==> config.mk <==
export PLATFORM = sky130hd
export DESIGN_NAME = rcfg_regs
export DESIGN_NICKNAME = d
export VERILOG_FILES = /design/src/rcfg_pkg.sv /design/src/rcfg_hop_rom.sv /design/src/rcfg_regs.sv
export SDC_FILE = /design/constraint.sdc
export NUM_CORES = 1
export LEC_CHECK = 0
export BUFFER_PORTS_ARGS = -buffer_cell sky130_fd_sc_hd__buf_2
export CAP_MARGIN = 20
export CORE_UTILIZATION = 55
export DETAILED_ROUTE_END_ITERATION = 10
export PLACE_DENSITY = 0.77
export SETUP_SLACK_MARGIN = 0.3
export SYNTH_ARGS = -nofsm -noshare
export SYNTH_HDL_FRONTEND = slang
export SYNTH_SLANG_ARGS = --single-unit
==> constraint.sdc <==
create_clock -name sys_clk -period 3.1 [get_ports sys_clk]
set_input_delay 0.155 -clock sys_clk [delete_from_list [all_inputs] [get_ports sys_clk]]
set_output_delay 0.155 -clock sys_clk [all_outputs]
set_load 0.02 [all_outputs]
==> src/rcfg_pkg.sv <==
`default_nettype none
package rcfg_pkg;
  // Clock and timing
  localparam int          CLK_HZ          = 50_000_000;
  localparam int          NV_WRITE_MS     = 16;
  localparam int          NV_WRITE_CYCLES = CLK_HZ / 1000 * NV_WRITE_MS;
  localparam int          CNT_W           = 24;
  // Command framing bytes
  localparam logic [7:0]  HDR_BYTE        = 8'hff;
  localparam logic [7:0]  ESC_BYTE        = 8'hfe;
  localparam logic [7:0]  SIZE_SHORT      = 8'h02;
  localparam logic [7:0]  SIZE_LONG       = 8'h03;
  localparam logic [7:0]  ACK_BYTE        = 8'h06;
  localparam logic [7:0]  NACK_BYTE       = 8'h15;
  localparam logic [7:0]  HIGH_BIT        = 8'h80;
  // Register offsets
  localparam logic [7:0]  HOP_NV_ADDR     = 8'h00;
  localparam logic [7:0]  PWR_NV_ADDR     = 8'h02;
  localparam logic [7:0]  RATE_NV_ADDR    = 8'h03;
  localparam logic [7:0]  HOP_LIVE_ADDR   = 8'h4b;
  localparam logic [7:0]  PWR_LIVE_ADDR   = 8'h4d;
  localparam logic [7:0]  RATE_LIVE_ADDR  = 8'h4e;
  // Factory defaults and legal maxima
  localparam logic [7:0]  HOP_DEFAULT     = 8'h00;
  localparam logic [7:0]  PWR_DEFAULT     = 8'h03;
  localparam logic [7:0]  RATE_DEFAULT    = 8'h01;
  localparam logic [7:0]  HOP_MAX         = 8'h05;
  localparam logic [7:0]  PWR_MAX         = 8'h03;
  localparam logic [7:0]  RATE_MAX        = 8'h07;
  // Hop table shape
  localparam int          HOP_SEQS        = 6;
  localparam int          HOP_LEN         = 26;
  localparam int          CHAN_W          = 5;
  // Baud rates per rate code
  localparam int          BAUD_0          = 2_400;
  localparam int          BAUD_1          = 9_600;
  localparam int          BAUD_2          = 19_200;
  localparam int          BAUD_3          = 38_400;
  localparam int          BAUD_4          = 57_600;
  localparam int          BAUD_5          = 115_200;
  localparam int          BAUD_6          = 10_400;
  localparam int          BAUD_7          = 31_250;
endpackage
`default_nettype wire

==> src/rcfg_hop_rom.sv <==
`timescale 1ns/100ps
`default_nettype none
module rcfg_hop_rom
  import rcfg_pkg::*;
(
  input  wire logic              sys_clk,   // System clock
  input  wire logic              ce,        // Clock enable
  input  wire logic [2:0]        seq_sel,   // Hop sequence 0..5
  input  wire logic [4:0]        hop_index, // Position in sequence 0..25
  output logic      [CHAN_W-1:0] channel    // Registered channel number
);
  import rcfg_pkg::*;

  logic [CHAN_W*HOP_SEQS-1:0] row;
  logic [CHAN_W-1:0]          chan_next;
  logic [CHAN_W-1:0]          chan_reg;

  ////////////////////////////////////////////////////////////////////////
  // One row per position, sequence 0 in the top field
  always_comb
  begin
    case (hop_index)
      5'h00: row = {5'h10, 5'h0f, 5'h03, 5'h1c, 5'h16, 5'h09};
      5'h01: row = {5'h01, 5'h1e, 5'h14, 5'h0b, 5'h07, 5'h18};
      5'h02: row = {5'h02, 5'h1d, 5'h15, 5'h0a, 5'h08, 5'h17};
      5'h03: row = {5'h05, 5'h1a, 5'h18, 5'h07, 5'h0b, 5'h14};
      5'h04: row = {5'h0a, 5'h15, 5'h1d, 5'h02, 5'h10, 5'h0f};
      5'h05: row = {5'h15, 5'h0a, 5'h08, 5'h17, 5'h1b, 5'h04};
      5'h06: row = {5'h0b, 5'h14, 5'h1e, 5'h01, 5'h11, 5'h0e};
      5'h07: row = {5'h17, 5'h08, 5'h0a, 5'h15, 5'h1d, 5'h02};
      5'h08: row = {5'h0e, 5'h11, 5'h01, 5'h1e, 5'h14, 5'h0b};
      5'h09: row = {5'h1d, 5'h02, 5'h10, 5'h0f, 5'h03, 5'h1c};
      5'h0a: row = {5'h1b, 5'h04, 5'h0e, 5'h11, 5'h01, 5'h1e};
      5'h0b: row = {5'h16, 5'h09, 5'h09, 5'h16, 5'h1c, 5'h03};
      5'h0c: row = {5'h0c, 5'h13, 5'h1f, 5'h00, 5'h12, 5'h0d};
      5'h0d: row = {5'h18, 5'h07, 5'h0b, 5'h14, 5'h1e, 5'h01};
      5'h0e: row = {5'h11, 5'h0e, 5'h04, 5'h1b, 5'h17, 5'h08};
      5'h0f: row = {5'h03, 5'h1c, 5'h16, 5'h09, 5'h09, 5'h16};
      5'h10: row = {5'h07, 5'h18, 5'h1a, 5'h05, 5'h0d, 5'h12};
      5'h11: row = {5'h0f, 5'h10, 5'h02, 5'h1d, 5'h15, 5'h0a};
      5'h12: row = {5'h1f, 5'h00, 5'h12, 5'h0d, 5'h05, 5'h1a};
      5'h13: row = {5'h1e, 5'h01, 5'h11, 5'h0e, 5'h04, 5'h1b};
      5'h14: row = {5'h1c, 5'h03, 5'h0f, 5'h10, 5'h02, 5'h1d};
      5'h15: row = {5'h19, 5'h06, 5'h0c, 5'h13, 5'h1f, 5'h00};
      5'h16: row = {5'h13, 5'h0c, 5'h06, 5'h19, 5'h19, 5'h06};
      5'h17: row = {5'h06, 5'h19, 5'h19, 5'h06, 5'h0c, 5'h13};
      5'h18: row = {5'h0d, 5'h12, 5'h00, 5'h1f, 5'h13, 5'h0c};
      5'h19: row = {5'h1a, 5'h05, 5'h0d, 5'h12, 5'h00, 5'h1f};
      default: row = '0;
    endcase
  end

  ////////////////////////////////////////////////////////////////////////
  // Field select; out of range sequences read channel 0
  always_comb
  begin
    chan_next = '0;
    if (seq_sel <= 3'h5)
      chan_next = row[(3'h5 - seq_sel) * CHAN_W +: CHAN_W];
  end

  // Read data register, frozen while ce is low
  always_ff @(posedge sys_clk)
  begin
    if (ce)
      chan_reg <= chan_next;
  end

  assign channel = chan_reg;
endmodule
`default_nettype wire

==> src/rcfg_regs.sv <==
`timescale 1ns/100ps
`default_nettype none
module rcfg_regs
  import rcfg_pkg::*;
#(
  parameter int NV_CYCLES = NV_WRITE_CYCLES  // Stored-copy write time
)
(
  input  wire logic              sys_clk,             // System clock
  input  wire logic              rst_n,               // Reset, reloads live copies
  input  wire logic              por_n,               // Power-on reset, factory defaults
  input  wire logic              ce,                  // Clock enable
  input  wire logic              rx_valid,            // Command byte valid
  input  wire logic [7:0]        rx_data,             // Command byte
  output logic                   rx_ready,            // Command byte accepted
  output logic                   tx_valid,            // Reply byte valid
  output logic      [7:0]        tx_data,             // Reply byte
  input  wire logic              tx_ready,            // Reply byte taken
  input  wire logic [4:0]        hop_index,           // Hop position 0..25
  output logic      [CHAN_W-1:0] hop_channel,         // Channel at that position
  output logic      [7:0]        hop_sequence_select, // Live hop sequence
  output logic      [7:0]        tx_power_level,      // Live power code
  output logic      [7:0]        serial_rate_select,  // Rate code in use
  output logic      [15:0]       baud_divisor,        // Clocks per bit
  output logic                   nv_busy              // Stored-copy write running
);
  import rcfg_pkg::*;

  typedef enum logic [2:0] {ST_LOAD, ST_HDR, ST_SIZE, ST_B1, ST_B2, ST_B3, ST_NVWAIT, ST_REPLY} rcfg_state_e;

  rcfg_state_e      state_reg, state_next;
  logic [7:0]       size_reg, size_next, addr_reg, addr_next, rval_reg, rval_next;
  logic             read_reg, read_next, pend_reg, pend_next;
  logic [1:0]       len_reg, len_next, idx_reg, idx_next;
  logic [7:0]       txd_reg, txd_next;
  logic [CNT_W-1:0] cnt_reg, cnt_next;
  logic [7:0]       hop_nv_reg, hop_nv_next, pwr_nv_reg, pwr_nv_next, rate_nv_reg, rate_nv_next;
  logic [7:0]       hop_reg, hop_next, pwr_reg, pwr_next, rate_reg, rate_next, eff_reg, eff_next;
  logic             cmd_done, cmd_read, cmd_ok, last_tx;
  logic [7:0]       cmd_addr, cmd_val;

  ////////////////////////////////////////////////////////////////////////
  // Address and value checks
  function automatic logic addr_known(input logic [7:0] a);
    addr_known = (a == HOP_NV_ADDR) || (a == PWR_NV_ADDR) || (a == RATE_NV_ADDR) ||
                 (a == HOP_LIVE_ADDR) || (a == PWR_LIVE_ADDR) || (a == RATE_LIVE_ADDR);
  endfunction

  function automatic logic value_ok(input logic [7:0] a, input logic [7:0] v);
    case (a)
      HOP_NV_ADDR, HOP_LIVE_ADDR:   value_ok = (v <= HOP_MAX);
      PWR_NV_ADDR, PWR_LIVE_ADDR:   value_ok = (v <= PWR_MAX);
      RATE_NV_ADDR, RATE_LIVE_ADDR: value_ok = (v <= RATE_MAX);
      default:                      value_ok = 1'b0;
    endcase
  endfunction

  function automatic logic [15:0] rate_div(input logic [7:0] code);
    case (code[2:0])
      3'h0:    rate_div = 16'(CLK_HZ / BAUD_0);
      3'h1:    rate_div = 16'(CLK_HZ / BAUD_1);
      3'h2:    rate_div = 16'(CLK_HZ / BAUD_2);
      3'h3:    rate_div = 16'(CLK_HZ / BAUD_3);
      3'h4:    rate_div = 16'(CLK_HZ / BAUD_4);
      3'h5:    rate_div = 16'(CLK_HZ / BAUD_5);
      3'h6:    rate_div = 16'(CLK_HZ / BAUD_6);
      default: rate_div = 16'(CLK_HZ / BAUD_7);
    endcase
  endfunction

  ////////////////////////////////////////////////////////////////////////
  // Command completion decode
  always_comb
  begin
    cmd_done = 1'b0;
    cmd_read = read_reg;
    cmd_addr = addr_reg;
    cmd_val  = rx_data;
    if (rx_valid && state_reg == ST_B2 && (read_reg || size_reg == SIZE_SHORT))
    begin
      cmd_done = 1'b1;
      if (read_reg)
        cmd_addr = rx_data;
    end
    else if (rx_valid && state_reg == ST_B3)
    begin
      cmd_done = 1'b1;
      cmd_val  = rx_data | HIGH_BIT;  // Long form always carries a high value
    end
    cmd_ok = addr_known(cmd_addr) && (cmd_read || value_ok(cmd_addr, cmd_val));
  end

  assign rx_ready = (state_reg != ST_LOAD) && (state_reg != ST_NVWAIT) && (state_reg != ST_REPLY);
  assign tx_valid = (state_reg == ST_REPLY);
  assign last_tx  = tx_valid && tx_ready && (idx_reg == len_reg);

  ////////////////////////////////////////////////////////////////////////
  // Parser, register updates and reply sequencing
  always_comb
  begin
    state_next   = state_reg;
    size_next    = size_reg;
    addr_next    = addr_reg;
    rval_next    = rval_reg;
    read_next    = read_reg;
    pend_next    = pend_reg;
    len_next     = len_reg;
    idx_next     = idx_reg;
    txd_next     = txd_reg;
    cnt_next     = cnt_reg;
    hop_nv_next  = hop_nv_reg;
    pwr_nv_next  = pwr_nv_reg;
    rate_nv_next = rate_nv_reg;
    hop_next     = hop_reg;
    pwr_next     = pwr_reg;
    rate_next    = rate_reg;
    eff_next     = eff_reg;
    case (state_reg)
      ST_LOAD:
      begin
        hop_next   = hop_nv_reg;
        pwr_next   = pwr_nv_reg;
        rate_next  = rate_nv_reg;
        eff_next   = rate_nv_reg;
        state_next = ST_HDR;
      end
      ST_HDR:
        if (rx_valid && rx_data == HDR_BYTE)
          state_next = ST_SIZE;
      ST_SIZE:
        if (rx_valid)
        begin
          size_next  = rx_data;
          state_next = (rx_data == SIZE_SHORT || rx_data == SIZE_LONG) ? ST_B1 : ST_HDR;
        end
      ST_B1:
        if (rx_valid)
        begin
          read_next  = (size_reg == SIZE_SHORT) && (rx_data == ESC_BYTE);
          addr_next  = rx_data;
          state_next = ST_B2;
        end
      ST_B2:
        if (rx_valid && !cmd_done)
          state_next = (rx_data == ESC_BYTE) ? ST_B3 : ST_HDR;
      ST_B3:
        state_next = state_reg;
      ST_NVWAIT:
        if (cnt_reg == '0)
          state_next = ST_REPLY;
        else
          cnt_next = cnt_reg - 1'b1;
      ST_REPLY:
        if (tx_valid && tx_ready)
        begin
          idx_next = idx_reg + 1'b1;
          txd_next = (idx_reg == 2'h0) ? addr_reg : rval_reg;
          if (last_tx)
          begin
            state_next = ST_HDR;
            if (pend_reg)
              eff_next = rate_reg;
            pend_next = 1'b0;
          end
        end
      default:
        state_next = ST_HDR;
    endcase
    // Finished command: execute and queue the reply
    if (cmd_done)
    begin
      addr_next  = cmd_addr;
      idx_next   = 2'h0;
      len_next   = 2'h0;
      txd_next   = cmd_ok ? ACK_BYTE : NACK_BYTE;
      state_next = ST_REPLY;
      if (cmd_read && cmd_ok)
      begin
        len_next = 2'h2;
        case (cmd_addr)
          HOP_NV_ADDR:    rval_next = hop_nv_reg;
          PWR_NV_ADDR:    rval_next = pwr_nv_reg;
          RATE_NV_ADDR:   rval_next = rate_nv_reg;
          HOP_LIVE_ADDR:  rval_next = hop_reg;
          PWR_LIVE_ADDR:  rval_next = pwr_reg;
          default:        rval_next = rate_reg;
        endcase
      end
      else if (!cmd_read && cmd_ok)
      begin
        case (cmd_addr)
          HOP_LIVE_ADDR:  hop_next = cmd_val;
          PWR_LIVE_ADDR:  pwr_next = cmd_val;
          RATE_LIVE_ADDR:
          begin
            rate_next = cmd_val;
            pend_next = 1'b1;
          end
          HOP_NV_ADDR:    hop_nv_next  = cmd_val;
          PWR_NV_ADDR:    pwr_nv_next  = cmd_val;
          default:        rate_nv_next = cmd_val;
        endcase
        if (cmd_addr < HOP_LIVE_ADDR)
        begin
          cnt_next   = CNT_W'(NV_CYCLES - 1);
          state_next = ST_NVWAIT;
        end
      end
    end
  end

  ////////////////////////////////////////////////////////////////////////
  // Stored copies survive rst_n, cleared to factory defaults by por_n
  always_ff @(posedge sys_clk or negedge por_n)
  begin
    if (!por_n)
    begin
      hop_nv_reg  <= HOP_DEFAULT;
      pwr_nv_reg  <= PWR_DEFAULT;
      rate_nv_reg <= RATE_DEFAULT;
    end
    else if (ce)
    begin
      hop_nv_reg  <= hop_nv_next;
      pwr_nv_reg  <= pwr_nv_next;
      rate_nv_reg <= rate_nv_next;
    end
  end

  // Live state; the load state copies the stored values in after reset
  always_ff @(posedge sys_clk or negedge rst_n)
  begin
    if (!rst_n)
    begin
      state_reg <= ST_LOAD;
      size_reg  <= '0;
      addr_reg  <= '0;
      rval_reg  <= '0;
      read_reg  <= 1'b0;
      pend_reg  <= 1'b0;
      len_reg   <= '0;
      idx_reg   <= '0;
      txd_reg   <= '0;
      cnt_reg   <= '0;
      hop_reg   <= HOP_DEFAULT;
      pwr_reg   <= PWR_DEFAULT;
      rate_reg  <= RATE_DEFAULT;
      eff_reg   <= RATE_DEFAULT;
    end
    else if (ce)
    begin
      state_reg <= state_next;
      size_reg  <= size_next;
      addr_reg  <= addr_next;
      rval_reg  <= rval_next;
      read_reg  <= read_next;
      pend_reg  <= pend_next;
      len_reg   <= len_next;
      idx_reg   <= idx_next;
      txd_reg   <= txd_next;
      cnt_reg   <= cnt_next;
      hop_reg   <= hop_next;
      pwr_reg   <= pwr_next;
      rate_reg  <= rate_next;
      eff_reg   <= eff_next;
    end
  end

  ////////////////////////////////////////////////////////////////////////
  // Outputs and hop lookup
  assign tx_data             = txd_reg;
  assign hop_sequence_select = hop_reg;
  assign tx_power_level      = pwr_reg;
  assign serial_rate_select  = eff_reg;
  assign baud_divisor        = rate_div(eff_reg);
  assign nv_busy             = (state_reg == ST_NVWAIT);

  rcfg_hop_rom u_hop_rom (
    .sys_clk   (sys_clk),
    .ce        (ce),
    .seq_sel   (hop_reg[2:0]),
    .hop_index (hop_index),
    .channel   (hop_channel)
  );
endmodule
`default_nettype wire

==> out/qor.tcl <==
set qor(run_status) {completed}
set qor(hold_ws_ns) 0.0400
set qor(maxSlewHeadroom) 0.345
set qor(tritoncts_num_sinks) 125
set qor(area.growth.synth_to_final_pct) 15.6
set qor(worstSkewPairLatency_ns) 0.43
set qor(dp.final_hpwl_microns) 18100
set qor(crit_arrival_ns) 3.00
set qor(grt_util_all_layers) 0.313
set qor(synth_area_per_cell_sq_um) 8.92
set qor(fin_total_pwr_mw) 6.47
set qor(final_max_slew_viol_count) 0
set qor(design.die.area_sq_um) 16700
set qor(drtPass1Iterations) 6
set qor(power.share.switching) 0.379
set qor(final_min_period_over_clock_period) 0.872
set qor(postLayoutSetupSlackWorst_ns) 0.398
set qor(gpl.final_weighted_congestion) 1.00
set qor(preCtsSetupSlack_ns) 0.105
set qor(timing.final.hold_violations) 0
set qor(worst_r2r_endpoint) {tx_data[1]}
set qor(largest_register_ffs) 24
set qor(placeable_core_area_sq_um) 15800
set qor(synth_top_family_by_area) {simple AND/OR/NAND/NOR gates}
set qor(power.share.clock) 0.293
set qor(tritoncts) {yes}
set qor(remaining_drc_errors) 0
set qor(combinationalPowerShare) 0.347
set qor(timing.reg2reg.setup_slack_ns) 0.40
set qor(synth_xor_xnor_area_share) 0.0305
set qor(fp.dieW_microns) 129
set qor(critical_path.reg2reg.startpoint) {state_reg[1]}
set qor(cp-start-kind) {register}
set qor(synth_edf_count) 5
set qor(postSynth.asyncResetShare) 0.960
set qor(yosys.area_share.simple) 0.236
set qor(number_of_buffers_added_by_the_clock_tree_synthesis_step) 17
set qor(placement.io_buffers) 72
set qor(warning_count_from_the_yosys_run) 0
set qor(design.final.nets) 1112
set qor(via_per_inst) 6.42
set qor(power.ir.vdd_worst_mv) 0.593
set qor(min_path_cells) 2
set qor(largest_net_degree_at_the_start_of_global_routing) 40
set qor(hold_end) {size_reg[3]}
set qor(synth.top_cells.by_area) {sky130_fd_sc_hd__dfrtp_1 32%, sky130_fd_sc_hd__nand2_1 4.3%, sky130_fd_sc_hd__mux2i_1 3.6%, sky130_fd_sc_hd__nor2_1 2.9%, sky130_fd_sc_hd__mux2_2 2.8%}
set qor(synthDistinctLibCells) 94
set qor(path_class) {reg -> reg}
set qor(synth_top_area_share) 0.318
set qor(gr-usage-met3) 0.0533
set qor(num_rows) 46
set qor(power.net_switching_mw) 2.45
set qor(grt_met1_use) 0.418
set qor(yosys-mux-area-fraction) 0.0891
set qor(number_of_buffers_between_clock_root_and_the_deepest_sink) 2
set qor(dieHeight_microns) 129
set qor(totalNegativeSetupSlack_ns) 0
set qor(synth_compound_area_frac) 0.216
set qor(worst_hold_startpoint) {rx_data[3]}
set qor(synthAdderAreaFrac) 0.0289
set qor(clkTransAtPathRegs_ns) 0.06
set qor(crit_fanout) 12
set qor(crit_path_end_kind) {register}
set qor(drive_gt1_frac) 0.221
set qor(ys_seq_area_frac) 0.355
set qor(htreeDepth) 4
set qor(via_count_of_the_first_global_routing_pass) 7668
set qor(p_int_mw) 4.02
set qor(antenna_violations_before_repair) 0
set qor(clock-skew-final_ns) 0.0100
set qor(cp.required_ns) 3.40
set qor(power_frac_seq) 0.360
set qor(wire_per_inst_microns) 19.5
set qor(worst_hold_path_type) {in -> reg}
set qor(drt_iter0_drc) 1061
set qor(final.fill_count) 1319
set qor(fmax_mhz) 370
set qor(cellPowerDensity_nw_per_um2) 629
set qor(grt_setup_unrepaired) {no}
set qor(clk_root_buffer_cell) {sky130_fd_sc_hd__clkbuf_16}
set qor(route.vias.total) 8359
set qor(global_route_met2_utilization) 0.497
set qor(grt_pass1_wl_microns) 40300
set qor(drtAntennaViolNets) 0
set qor(wl_microns) 25400
set qor(crit_start) {state_reg[1]}
set qor(globalRoute.busiestLayer) {met2}
set qor(postSynth.topFlopCell) {sky130_fd_sc_hd__dfrtp_1}
set qor(power.static_leakage_nw) 4.57
set qor(antenna_cells) 0
set qor(netlist_instances) 998
set qor(start_util) 0.563
set qor(timing_worst_slew_pin_value_ns) 0.975
set qor(cap_viol_max_count) 0
set qor(design.portCount) 75
set qor(number_of_setup_violations_in_the_final_report) 0
set qor(worstRegToRegCells) 7
set qor(synthesized_area_sq_um) 8900
set qor(yosys_register_bits) 125
set qor(synth_area_leader_cell) {sky130_fd_sc_hd__dfrtp_1}
set qor(grt.overflow.total) 0
set qor(period_minus_slack_ns) 2.70
-- cell type report --
class | instances | area [sq um] | share of cell area
inverter | 23 | 92.6 | 0.00899
tap | 216 | 270 | 0.0263
clock buffer | 18 | 429 | 0.0417
timing repair buffer | 126 | 786 | 0.0763
sequential | 125 | 3160 | 0.307
clock inverter | 14 | 136 | 0.0132
multi-input combinational | 780 | 5420 | 0.526
-- cells in the mapped netlist (5+ instances only) --
cell type                    n
sky130_fd_sc_hd__a211o_1     8
sky130_fd_sc_hd__a211oi_1    5
sky130_fd_sc_hd__a21boi_0    7
sky130_fd_sc_hd__a21o_1      5
sky130_fd_sc_hd__a21oi_1    37
sky130_fd_sc_hd__a221o_1     7
sky130_fd_sc_hd__a222oi_1    9
sky130_fd_sc_hd__a22o_1     18
sky130_fd_sc_hd__a22oi_1    12
sky130_fd_sc_hd__a32oi_1     6
sky130_fd_sc_hd__and2_1     24
sky130_fd_sc_hd__and3_1     19
sky130_fd_sc_hd__buf_1       5
sky130_fd_sc_hd__buf_2      10
sky130_fd_sc_hd__clkbuf_1   51
sky130_fd_sc_hd__clkinv_1    5
sky130_fd_sc_hd__dfrtp_1   113
sky130_fd_sc_hd__dfstp_2     7
sky130_fd_sc_hd__edfxtp_1    5
sky130_fd_sc_hd__ha_1       19
sky130_fd_sc_hd__inv_1      16
sky130_fd_sc_hd__mux2_2     22
sky130_fd_sc_hd__mux2_4      9
sky130_fd_sc_hd__mux2i_1    32
sky130_fd_sc_hd__nand2_1   103
sky130_fd_sc_hd__nand2b_1   20
sky130_fd_sc_hd__nand3_1    26
sky130_fd_sc_hd__nand3b_1    7
sky130_fd_sc_hd__nand4_1     9
sky130_fd_sc_hd__nor2_1     69
sky130_fd_sc_hd__nor2b_1    23
sky130_fd_sc_hd__nor3_1     36
sky130_fd_sc_hd__nor4_1      9
sky130_fd_sc_hd__o211ai_1    9
sky130_fd_sc_hd__o21ai_0    49
sky130_fd_sc_hd__o22ai_1    26
sky130_fd_sc_hd__o31ai_1    10
sky130_fd_sc_hd__or2_2      10
sky130_fd_sc_hd__or3_1      11
sky130_fd_sc_hd__or4_1       7
sky130_fd_sc_hd__xnor2_1    14
sky130_fd_sc_hd__xor2_1     17
-- power groups by stage --
stage / registers [mW] / clock network [mW] / logic, mW
CTS: 2.32 / 1.91 / 2.21
global route: 2.38 / 1.98 / 2.45
global placement: 2.32 / 0 / 2.16
detailed placement: 2.34 / 0 / 2.19
finish: 2.33 / 1.90 / 2.25
floorplan: 2.33 / 0 / 1.52
-- critical path, stage by stage (launching register included) --
cell                      delay [ns]
sky130_fd_sc_hd__dfrtp_1        0.37
sky130_fd_sc_hd__and3b_1        0.27
sky130_fd_sc_hd__and3_4         0.30
sky130_fd_sc_hd__mux2_4         0.41
sky130_fd_sc_hd__or4_4          0.57
sky130_fd_sc_hd__o21ai_0        0.22
sky130_fd_sc_hd__nor3b_2        0.09
sky130_fd_sc_hd__or3_1          0.35
-- logic make-up (layout without fill, tap and decap cells) --
family          count (synthesis)  after routing
xor+xnor                       31             31
other cells                     1              2
mux                            67             67
buf+inv                        94            181
compound gates                263            263
fa+ha+maj                      20             20
flops                         125            125
simple gates                  397            397
-- metrics by stage --
step                      cells  area [sq um]  utilization
final                      1302         10300        0.650
after global routing       1302         10300        0.650
after CTS                  1301         10300        0.648
after detailed placement   1267          9660        0.610
after global placement     1267          9660        0.610
after floorplan             999          8960            -
-- cells in the final DEF, fill, tap and decap left out, types with 10 or more instances in the layout --
master and n:
sky130_fd_sc_hd__or2_2 10, sky130_fd_sc_hd__nor2_1 68, sky130_fd_sc_hd__nor3_1 35, sky130_fd_sc_hd__mux2i_1 32, sky130_fd_sc_hd__nand2b_1 20, sky130_fd_sc_hd__a22o_1 18, sky130_fd_sc_hd__xnor2_1 14, sky130_fd_sc_hd__xor2_1 16
sky130_fd_sc_hd__o21ai_0 48, sky130_fd_sc_hd__mux2_2 22, sky130_fd_sc_hd__or3_1 11, sky130_fd_sc_hd__buf_4 52, sky130_fd_sc_hd__nand3_1 26, sky130_fd_sc_hd__buf_2 71, sky130_fd_sc_hd__nor2b_1 23, sky130_fd_sc_hd__clkbuf_16 17
sky130_fd_sc_hd__inv_1 16, sky130_fd_sc_hd__and3_1 18, sky130_fd_sc_hd__o31ai_1 10, sky130_fd_sc_hd__nand2_1 103, sky130_fd_sc_hd__ha_1 17, sky130_fd_sc_hd__a21oi_1 37, sky130_fd_sc_hd__and2_1 24, sky130_fd_sc_hd__o22ai_1 26
sky130_fd_sc_hd__dfrtp_1 111, sky130_fd_sc_hd__a22oi_1 12
-- per-layer routing --
layer | wire length (microns) | part of all wire | vias to the layer above
met5 | 0 | 0 | -
met4 | 816 | 0.032 | 0
met3 | 1880 | 0.074 | 74
met2 | 12000 | 0.47 | 419
met1 | 10700 | 0.42 | 3994
li1 | - | - | 3872
-- worst max-delay path by stage --
stage | end | slack, ns | depth (start not counted)
finish | tx_data[1] | 0.40 | 7
global route | u_hop_rom.channel[1] | 0.30 | 11
CTS | rate_nv_reg[1] | 0.30 | 7
detailed placement | hop_sequence_select[0] | 0.10 | 8
global placement | u_hop_rom.channel[4] | 0.15 | 10
floorplan | u_hop_rom.channel[3] | 0.26 | 10
-- what timing repair did --
action / CTS / global route
setup buffers: 0 / 1
hold endpoints to repair: 48 / 0
pin swaps: 0 / 2
setup endpoints to repair: 55 / 45
hold buffers: 2 / 0
resized for setup: 3 / 8
(Power assumes the default switching activity.)
